`src/design/sloa_defines.vh`:
```
`ifndef SLOA_DEFINES_VH
`define SLOA_DEFINES_VH
// addressing mode codes
`define SLOA_MODE_DIRECT 3'h0
`define SLOA_MODE_IND 3'h1
`define SLOA_MODE_POST 3'h2
`define SLOA_MODE_PRE 3'h3
`define SLOA_MODE_INDEXED 3'h4
`define SLOA_MODE_LITOFF 3'h5
`define SLOA_MODE_FILE 3'h6
`define SLOA_MODE_MOVEABS 3'h7
// stack floor, stack pointer register and default working register
`define SLOA_STACK_FLOOR 16'h0800
`define SLOA_SP_REG 4'hf
`define SLOA_WREG0 4'h0
// file register near field
`define SLOA_FILE_W 13
// mac prefetch registers
`define SLOA_XPA 4'h8
`define SLOA_XPB 4'h9
`define SLOA_YPA 4'ha
`define SLOA_YPB 4'hb
// mac post-modify amounts; branch and interrupt disable literal widths
`define SLOA_MAC_NONE 2'h0
`define SLOA_MAC_P2 2'h1
`define SLOA_MAC_P4 2'h2
`define SLOA_MAC_P6 2'h3
`define SLOA_BRA_W 16
`define SLOA_INTERRUPT_DISABLE_INSTR_W 14
`endif

```
`src/design/sloa_agu.v`:
```
`timescale 1ns/100ps
`include "sloa_defines.vh"
// one address generation lane: effective address and writeback value
module sloa_agu (
    input wire [2:0] mode,
    input wire [15:0] ptr,
    input wire [15:0] base,
    input wire [15:0] lit,
    input wire [15:0] modv,
    output reg [15:0] ea,
    output reg [15:0] wb_val,
    output reg wb_en
);
    always @* begin
        ea = ptr;
        wb_val = ptr;
        wb_en = 1'b0;
        case (mode)
            `SLOA_MODE_IND: ea = ptr;
            `SLOA_MODE_POST: begin
                ea = ptr; // RL14
                wb_val = ptr + modv;
                wb_en = 1'b1;
            end
            `SLOA_MODE_PRE: begin
                ea = ptr + modv; // RL14
                wb_val = ptr + modv;
                wb_en = 1'b1;
            end
            `SLOA_MODE_INDEXED: ea = ptr + base; // RL14
            `SLOA_MODE_LITOFF: ea = ptr + lit; // RL14
            `SLOA_MODE_FILE: ea = {3'h0, lit[`SLOA_FILE_W-1:0]}; // RL10
            `SLOA_MODE_MOVEABS: ea = lit; // RL12
            default: ea = ptr;
        endcase
    end
endmodule

```
`src/design/sloa_stack_check.v`:
```
`timescale 1ns/100ps
`include "sloa_defines.vh"
// stack limit and floor comparison for one effective address
module sloa_stack_check (
    input wire uses_sp,
    input wire is_push,
    input wire [15:0] sp_now,
    input wire [15:0] ea,
    input wire [15:0] limit,
    output wire err
);
    wire over;
    wire under;
    // a push at sp equal to the limit is allowed; the next one trips
    // any other pointer use of the stack register is held to the same bound
    assign over = (is_push ? sp_now : ea) > limit; // RL7
    assign under = ea < `SLOA_STACK_FLOOR; // RL8
    assign err = uses_sp && (over || under); // RL6
endmodule

```
`src/design/sloa_core.v`:
```
`timescale 1ns/100ps
`include "sloa_defines.vh"
// What this block does
// [RL1] stack pointer holds next free word; stack grows upward
// [RL2] pop predecrements pointer; push writes at pointer then increments
// [RL3] call push clears the top bit of the pushed pc high part
// [RL4] exception push places status low byte above pc top bit
// [RL5] stack limit has no reset value; bit 0 always zero
// [RL6] every effective address via stack pointer is checked against limit; code skips the stack register used as offset_reg
// [RL7] push at pointer equal limit is fine; following push traps
// [RL8] stack address below floor raises stack error trap
// [RL9] software avoids stack indirect read right after limit write
// [RL10] file register direct field is 13 bits, near 8192 bytes
// [RL11] register zero is default working reg; results to file or register
// [RL12] move instruction reaches the whole data space
// [RL13] three-operand: op1 register direct; op2 register, memory or literal
// [RL14] indexed, literal offset, pre- and post-modified address forms
// [RL15] move source and destination modes differ, share 4-bit offset field
// [RL16] mac prefetch pointers only registers eight to eleven
// [RL17] regs 8,9 to x read unit, 10,11 to y unit, in matching space
// [RL18] mac indexed only for register nine and register eleven
// [RL19] mac post-modify by 2, 4 or 6 bytes only
// [RL20] branch signed 16-bit literal; interrupt disable unsigned 14-bit
// [RL21] stack error trap is one pulse when offending address forms
module sloa_core (
    input wire mclk,
    input wire sys_rst,
    // operand request from decoder, one cycle
    input wire op_valid,
    input wire [2:0] src_mode,
    input wire [3:0] src_reg,
    input wire [2:0] dst_mode,
    input wire [3:0] dst_reg,
    input wire [3:0] offset_reg,
    input wire [15:0] literal,
    input wire [15:0] modifier,
    input wire is_move,
    input wire is_three_op,
    input wire [1:0] op2_kind,
    // stack operations
    input wire push_req,
    input wire pop_req,
    input wire call_push,
    input wire exc_push,
    input wire [23:0] pc_value,
    input wire [7:0] status_low_byte,
    input wire [15:0] push_data,
    // limit register write
    input wire limit_wr,
    input wire [15:0] limit_data,
    // mac prefetch
    input wire mac_valid,
    input wire [3:0] mac_x_reg,
    input wire [3:0] mac_y_reg,
    input wire mac_x_indexed,
    input wire mac_y_indexed,
    input wire [1:0] mac_x_post,
    input wire [1:0] mac_y_post,
    // branch and interrupt disable literals
    input wire [15:0] branch_lit,
    input wire [13:0] interrupt_disable_instr_lit,
    input wire [15:0] pc_now,
    // working register file (register view from the decoder side)
    input wire [255:0] default_working_reg_flat,
    // outputs
    output reg [15:0] src_ea,
    output reg [15:0] dst_ea,
    output reg [15:0] mem_wdata,
    output reg mem_we,
    output reg mem_re,
    output reg [3:0] wb_reg,
    output reg [15:0] wb_data,
    output reg wb_we,
    output reg [3:0] result_reg,
    output reg result_to_mem,
    output reg [15:0] x_read_address_unit,
    output reg [15:0] y_address_unit,
    output reg mac_bad,
    output reg [15:0] branch_target,
    output reg [13:0] interrupt_disable_instr_count,
    output reg [15:0] stack_top_pointer,
    output wire [15:0] stack_limit_reg,
    output reg stack_trap
);
    reg [15:0] limit_raw;
    reg [15:0] src_ptr;
    reg [15:0] dst_ptr;
    reg [15:0] base_operand_reg;
    wire [15:0] s_ea;
    wire [15:0] s_wb;
    wire s_wben;
    wire [15:0] d_ea;
    wire [15:0] d_wb;
    wire d_wben;
    wire src_sp;
    wire dst_sp;
    wire src_err;
    wire dst_err;
    wire stk_err;
    wire [15:0] sp_dec;
    wire [15:0] sp_inc;
    reg [15:0] push_word;
    reg [15:0] mac_x_step;
    reg [15:0] mac_y_step;
    wire mac_sel_ok;
    wire mac_wb_free;

    function [15:0] wsel;
        input [255:0] f;
        input [3:0] i;
        begin
            wsel = f[i*16 +: 16];
        end
    endfunction

    always @* begin
        src_ptr = wsel(default_working_reg_flat, src_reg);
        dst_ptr = wsel(default_working_reg_flat, dst_reg);
        base_operand_reg = wsel(default_working_reg_flat, offset_reg); // RL15
        if (src_reg == `SLOA_SP_REG)
            src_ptr = stack_top_pointer;
        if (dst_reg == `SLOA_SP_REG)
            dst_ptr = stack_top_pointer;
        if (offset_reg == `SLOA_SP_REG)
            base_operand_reg = stack_top_pointer;
    end

    // bit 0 always reads as zero
    assign stack_limit_reg = {limit_raw[15:1], 1'b0}; // RL5

    sloa_agu u_src (
        .mode(src_mode),
        .ptr(src_ptr),
        .base(base_operand_reg),
        .lit(literal),
        .modv(modifier),
        .ea(s_ea),
        .wb_val(s_wb),
        .wb_en(s_wben)
    );

    sloa_agu u_dst (
        .mode(dst_mode),
        .ptr(dst_ptr),
        .base(base_operand_reg),
        .lit(literal),
        .modv(modifier),
        .ea(d_ea),
        .wb_val(d_wb),
        .wb_en(d_wben)
    );

    assign sp_dec = stack_top_pointer - 16'h0002;
    assign sp_inc = stack_top_pointer + 16'h0002;
    assign src_sp = (op_valid && src_reg == `SLOA_SP_REG && src_mode != `SLOA_MODE_DIRECT
                    && src_mode != `SLOA_MODE_FILE && src_mode != `SLOA_MODE_MOVEABS)
                    || pop_req;
    assign dst_sp = (op_valid && dst_reg == `SLOA_SP_REG && dst_mode != `SLOA_MODE_DIRECT
                    && dst_mode != `SLOA_MODE_FILE && dst_mode != `SLOA_MODE_MOVEABS)
                    || push_req;

    // every address using the stack register as pointer is checked, not only pushes; as offset register it is not
    sloa_stack_check u_chk_src (
        .uses_sp(src_sp),
        .is_push(1'b0),
        .sp_now(stack_top_pointer),
        .ea(pop_req ? sp_dec : s_ea),
        .limit(stack_limit_reg),
        .err(src_err)
    );

    sloa_stack_check u_chk_dst (
        .uses_sp(dst_sp),
        .is_push(push_req),
        .sp_now(stack_top_pointer),
        .ea(push_req ? stack_top_pointer : d_ea),
        .limit(stack_limit_reg),
        .err(dst_err)
    );

    assign stk_err = src_err || dst_err; // RL6

    always @* begin
        push_word = push_data;
        if (call_push)
            // pc bits 22:16 zero-extended, so pc bit 23 is dropped and bit 7 of the pushed word is clear
            push_word = {9'h000, pc_value[22:16]}; // RL3
        if (exc_push)
            push_word = {status_low_byte, pc_value[23:16]}; // RL4
    end

    assign mac_sel_ok = (mac_x_reg == `SLOA_XPA || mac_x_reg == `SLOA_XPB)
                     && (mac_y_reg == `SLOA_YPA || mac_y_reg == `SLOA_YPB)
                     && (!mac_x_indexed || mac_x_reg == `SLOA_XPB)
                     && (!mac_y_indexed || mac_y_reg == `SLOA_YPB); // RL16 RL18

    // the single writeback port is free only when no other request owns it
    assign mac_wb_free = !op_valid && !push_req && !pop_req && mac_sel_ok;

    always @* begin
        case (mac_x_post)
            `SLOA_MAC_P2: mac_x_step = 16'h0002; // RL19
            `SLOA_MAC_P4: mac_x_step = 16'h0004;
            `SLOA_MAC_P6: mac_x_step = 16'h0006;
            default: mac_x_step = 16'h0000;
        endcase
        case (mac_y_post)
            `SLOA_MAC_P2: mac_y_step = 16'h0002; // RL19
            `SLOA_MAC_P4: mac_y_step = 16'h0004;
            `SLOA_MAC_P6: mac_y_step = 16'h0006;
            default: mac_y_step = 16'h0000;
        endcase
    end

    always @(posedge mclk) begin
        if (limit_wr)
            limit_raw <= limit_data; // RL5
    end

    always @(posedge mclk) begin
        if (sys_rst) begin
            stack_top_pointer <= `SLOA_STACK_FLOOR;
            src_ea <= 16'h0000;
            dst_ea <= 16'h0000;
            mem_wdata <= 16'h0000;
            mem_we <= 1'b0;
            mem_re <= 1'b0;
            wb_reg <= 4'h0;
            wb_data <= 16'h0000;
            wb_we <= 1'b0;
            result_reg <= `SLOA_WREG0;
            result_to_mem <= 1'b0;
            x_read_address_unit <= 16'h0000;
            y_address_unit <= 16'h0000;
            mac_bad <= 1'b0;
            branch_target <= 16'h0000;
            interrupt_disable_instr_count <= 14'h0000;
            stack_trap <= 1'b0;
        end else begin
            mem_we <= 1'b0;
            mem_re <= 1'b0;
            wb_we <= 1'b0;
            mac_bad <= 1'b0;
            // one pulse, the cycle after the offending address is formed
            stack_trap <= stk_err; // RL21
            branch_target <= pc_now + branch_lit; // RL20
            interrupt_disable_instr_count <= interrupt_disable_instr_lit; // RL20
            if (push_req) begin
                dst_ea <= stack_top_pointer; // RL2
                mem_wdata <= push_word;
                mem_we <= 1'b1;
                stack_top_pointer <= sp_inc; // RL1
            end else if (pop_req) begin
                src_ea <= sp_dec; // RL2
                mem_re <= 1'b1;
                stack_top_pointer <= sp_dec;
            end else if (op_valid) begin
                src_ea <= (is_three_op && op2_kind == 2'h2) ? literal & 16'h001f : s_ea; // RL13
                dst_ea <= d_ea;
                mem_re <= src_mode != `SLOA_MODE_DIRECT
                          && !(is_three_op && op2_kind != 2'h1); // RL13
                // result to memory when destination is any mode but register direct, else register
                result_to_mem <= dst_mode != `SLOA_MODE_DIRECT || (!is_move && !is_three_op
                                 && dst_mode == `SLOA_MODE_FILE); // RL11
                result_reg <= (dst_mode == `SLOA_MODE_DIRECT) ? dst_reg : `SLOA_WREG0; // RL11
                if (s_wben) begin
                    wb_reg <= src_reg; // RL14
                    wb_data <= s_wb;
                    wb_we <= 1'b1;
                    if (src_reg == `SLOA_SP_REG)
                        stack_top_pointer <= s_wb;
                end else if (d_wben) begin
                    wb_reg <= dst_reg; // RL15
                    wb_data <= d_wb;
                    wb_we <= 1'b1;
                    if (dst_reg == `SLOA_SP_REG)
                        stack_top_pointer <= d_wb;
                end
            end
            if (mac_valid) begin
                mac_bad <= !mac_sel_ok; // RL16
                // x pair goes to the x read unit, y pair to the y unit
                x_read_address_unit <= mac_x_indexed
                    ? wsel(default_working_reg_flat, mac_x_reg) + wsel(default_working_reg_flat, 4'hc)
                    : wsel(default_working_reg_flat, mac_x_reg); // RL17 RL18
                y_address_unit <= mac_y_indexed
                    ? wsel(default_working_reg_flat, mac_y_reg) + wsel(default_working_reg_flat, 4'hc)
                    : wsel(default_working_reg_flat, mac_y_reg); // RL17
                // one pointer update per cycle: x wins, a y update is lost when both step
                if (mac_wb_free && mac_x_post != 2'h0) begin
                    wb_reg <= mac_x_reg; // RL19
                    wb_data <= wsel(default_working_reg_flat, mac_x_reg) + mac_x_step;
                    wb_we <= 1'b1;
                end else if (mac_wb_free) begin
                    wb_reg <= mac_y_reg;
                    wb_data <= wsel(default_working_reg_flat, mac_y_reg) + mac_y_step;
                    wb_we <= mac_y_post != 2'h0;
                end
            end
        end
    end
endmodule

```
`config.mk`:
```
export PLATFORM = sky130hd
export DESIGN_NAME = sloa_core
export DESIGN_NICKNAME = d
export VERILOG_FILES = /design/src/design/sloa_agu.v /design/src/design/sloa_stack_check.v /design/src/design/sloa_core.v
export VERILOG_INCLUDE_DIRS = /design/src /design/src/design
export SDC_FILE = /design/constraint.sdc
export NUM_CORES = 1
export LEC_CHECK = 0
export ABC_AREA = 0
export ABC_CLOCK_PERIOD_IN_PS = 7400
export BUFFER_PORTS_ARGS = -buffer_cell sky130_fd_sc_hd__buf_2
export CAP_MARGIN = 20
export CORE_UTILIZATION = 46
export DETAILED_ROUTE_END_ITERATION = 7
export PLACE_DENSITY = 0.7
export SKIP_CTS_REPAIR_TIMING = 1
export SLEW_MARGIN = 5
export SYNTH_ARGS = -nofsm -noshare
export SYNTH_HDL_FRONTEND = slang
export SYNTH_HIERARCHICAL = 1
export SYNTH_SLANG_ARGS = --single-unit
```
`constraint.sdc`:
```
create_clock -name mclk -period 7.4 [get_ports mclk]
set_input_delay 0 -clock mclk [delete_from_list [all_inputs] [get_ports mclk]]
set_output_delay 0 -clock mclk [all_outputs]
set_load 0.02 [all_outputs]
```
==> flow_summary_export.csv <==
group,metric,value,unit
timing,tns,0,ps
grt,grt_pass1_wl,165000,um
synth,yosys_warnings,6,
setup_path,max_stage_delay,650,ps
setup_path,rrSetupSlack,1810,ps
grt,grt_pass1_vias,25500,
synth,ys.flop_type,"dfxtp_1",
clock_tree,htreeDepth,4,
routing,antenna_left,0,
floorplan,die_h,242,um
setup_path,critPathKind,"primary input to register",
setup_path,cp_slowest_cell,"buf_4",
clock_tree,clkSlewWorstSetupHoldPaths,80,ps
setup_path,crit_end,"stack_trap",
timing,relSlewSlack,32.4,%
clock_tree,cts_root_buf,"clkbuf_16",
finish,area_growth,17.0,%
timing,fin_skew,10.9,ps
pwr,cellPowerDensity,163,mW/mm^2
setup_path,path_delay_family,"multiplexers",
clock_tree,cts_sinks,171,
setup_path,r2r_end,"stack_trap",
job,max_cap_violations,0,
synth,synth_area_leaders,"mux4_2 (29%), dfxtp_1 (12%), ha_1 (7.1%)",
synth,synth_edf_count,15,
finish,drive_gt1_share,34.6,%
setup_path,cp.required,7730,ps
grt,grt_use_total,37.5,%
synth,synthDistinctLibCells,95,
timing,tightest_slew,1010,ps
finish,fillCellCount,5227,
synth,synth-seq-area-share,13.5,%
finish,final_cell_mix,"buf_2 (588), mux4_2 (337), nor2_1 (223)",
timing,postLayoutSetupSlackWorst,1260,ps
placed_design,dpl_worst_slack,877,ps
synth,synth.cell_area,0.0264,sq mm
synth,syn_avg_cell_area,9.48,sq um
clock_tree,cts_buffers,17,
floorplan,dieArea,0.0584,sq mm
routing,routedWlPerCell,27.9,um
pwr,ir_worst_vdd,0.167,mV
clock_tree,cts_tree,"yes",
finish,layout.nets,3876,
floorplan,die_w,242,um
setup_path,end_kind,"register",
floorplan,coreArea,0.0566,sq mm
setup_path,crit_fanout,50,
pwr,p_leak,0.0130,uW
routing,first_pass_iters,6,
floorplan,start_util,46.7,%
routing,routed_wl,113000,um
synth,netlist_instances,2787,
placed_design,io_buffers,595,
grt,grt_max_degree,84,
routing,drt_iter0_drc,3214,
floorplan,ios,615,
placed_design,dp_hpwl,88700,um
timing,hold_slack,-78.7,ps
timing,fin_crit,6140,ps
timing,fin_crit_sh,83.0,%
floorplan,rows,87,
setup_path,worst-r2r-cell-count,19,
grt,antenna_found_initial,33,
grt,overflow,0,
setup_path,critPathArrivalTime,6470,ps
setup_path,worstReg2RegStart,"stack_top_pointer[2]",
run_status,outcome,"finished, violations left",
clock_tree,clockBufferDepth,2,
setup_path,cp.depth,25,
routing,detail_route.drc_violations,0,
routing,viasPerCell,6.70,
placed_design,gp_congestion,1.07,
run_status,violations,"hold timing",
timing,rsz0062_at_grt,"no",
synth,synthArstFlopShare,0,%
setup_path,startpoint,"offset_reg[0]",
clock_tree,clk_latency,460,ps
hold_path,min_path_type,"primary input to register",
synth,ys_seq_elements,171,
timing,hold_viol_final,6,
timing,slew_viol_final,0,
finish,final_common_cell,"buf_2",
setup_path,start_kind,"primary input",
setup_path,worst-path-buf-inv,3,
synth,synth_top_area_share,28.7,%
routing,vias,27200,
timing,fmax,163,MHz
timing,setup_viol,0,
synth,synth_top_area_cell,"mux4_2",
per-stage QoR:
step	std cells	hold WS, ps	utilization [%]	cell area, sq um	total power (uW)
after floorplan	2790	98.9	-	26400	3080
after global placement	3951	176	52.4	29700	3970
after detailed placement	3951	178	52.4	29700	4000
after CTS	3983	-309	53.4	30300	4940
after global routing	4065	-15.1	54.6	30900	5290
final	4067	-78.7	54.6	30900	5050
power by group:
part           internal, uW  switching, uW  total [uW]
Combinational          1270           1760        3030
Sequential             1010           69.6        1080
Clock                   482            460         942
Yosys cell counts (26+ instances only):
cell type	instances
mux2i_1	110
clkbuf_1	147
mux2_2	68
ha_1	149
dfxtp_1	156
nand3_1	62
inv_1	93
nand2_1	221
mux4_2	337
nor2b_1	38
a21o_1	36
buf_1	39
xnor2_1	67
nor2_1	224
a21oi_1	149
nor3_1	36
a311oi_1	31
o21a_1	60
xor2_1	60
mux2_1	28
buf_2	26
o22ai_1	29
a211oi_1	39
o21ai_0	200
cells by family (layout without fill, tap and decap cells):
group | Yosys count | after routing | share of synthesized area (%)
buffers and inverters | 325 | 823 | 5.25
and+or+nand+nor | 717 | 717 | 12.7
other | 1 | 27 | 0.0142
AOI/OAI and AO/OA | 733 | 733 | 18.4
adders and majority gates | 158 | 158 | 7.74
xor gates and xnor gates | 127 | 127 | 4.21
DFF | 171 | 171 | 13.5
muxes | 555 | 555 | 38.2
how the worst min path moves through the flow:
stage                   startpoint             to  slack (ps)  cells after the start
floorplan           limit_data[10]  limit_raw[10]         100                      0
global placement     limit_data[1]   limit_raw[1]         180                      1
detailed placement   limit_data[7]   limit_raw[7]         180                      1
CTS                 limit_data[12]  limit_raw[12]        -310                      1
global route          push_data[7]   mem_wdata[7]         -20                      3
finish                 is_three_op         mem_re         -80                      4
layer usage:
metal  part of all wire [%]  wire length, um  up-vias  global-route usage, %
met5                  0.093              106        -                      0
met4                    6.9             7820       18                   23.5
met3                     13            14700      390                   10.4
met2                     45            50700     2056                   58.4
met1                     35            40100    12900                   46.0
li1                       -                -    11900                      -
layout make-up:
cell class / count / area [sq um] / share of cell area, %
Antenna cell: 23 / 57.6 / 0.186
Clock buffer: 17 / 425 / 1.38
Clock inverter: 15 / 165 / 0.534
Inverter: 94 / 353 / 1.14
Multi-Input combinational cell: 2294 / 21500 / 69.5
Sequential cell: 171 / 3570 / 11.6
Tap cell: 756 / 946 / 3.06
Timing Repair Buffer: 697 / 3920 / 12.7
tightest hold or removal path, stage by stage:
cell	delay, ps
buf_2	80
o21ai_0	70
a21oi_1	140
nor3_1	50
No activity file was read; power rests on OpenSTA's default activity.
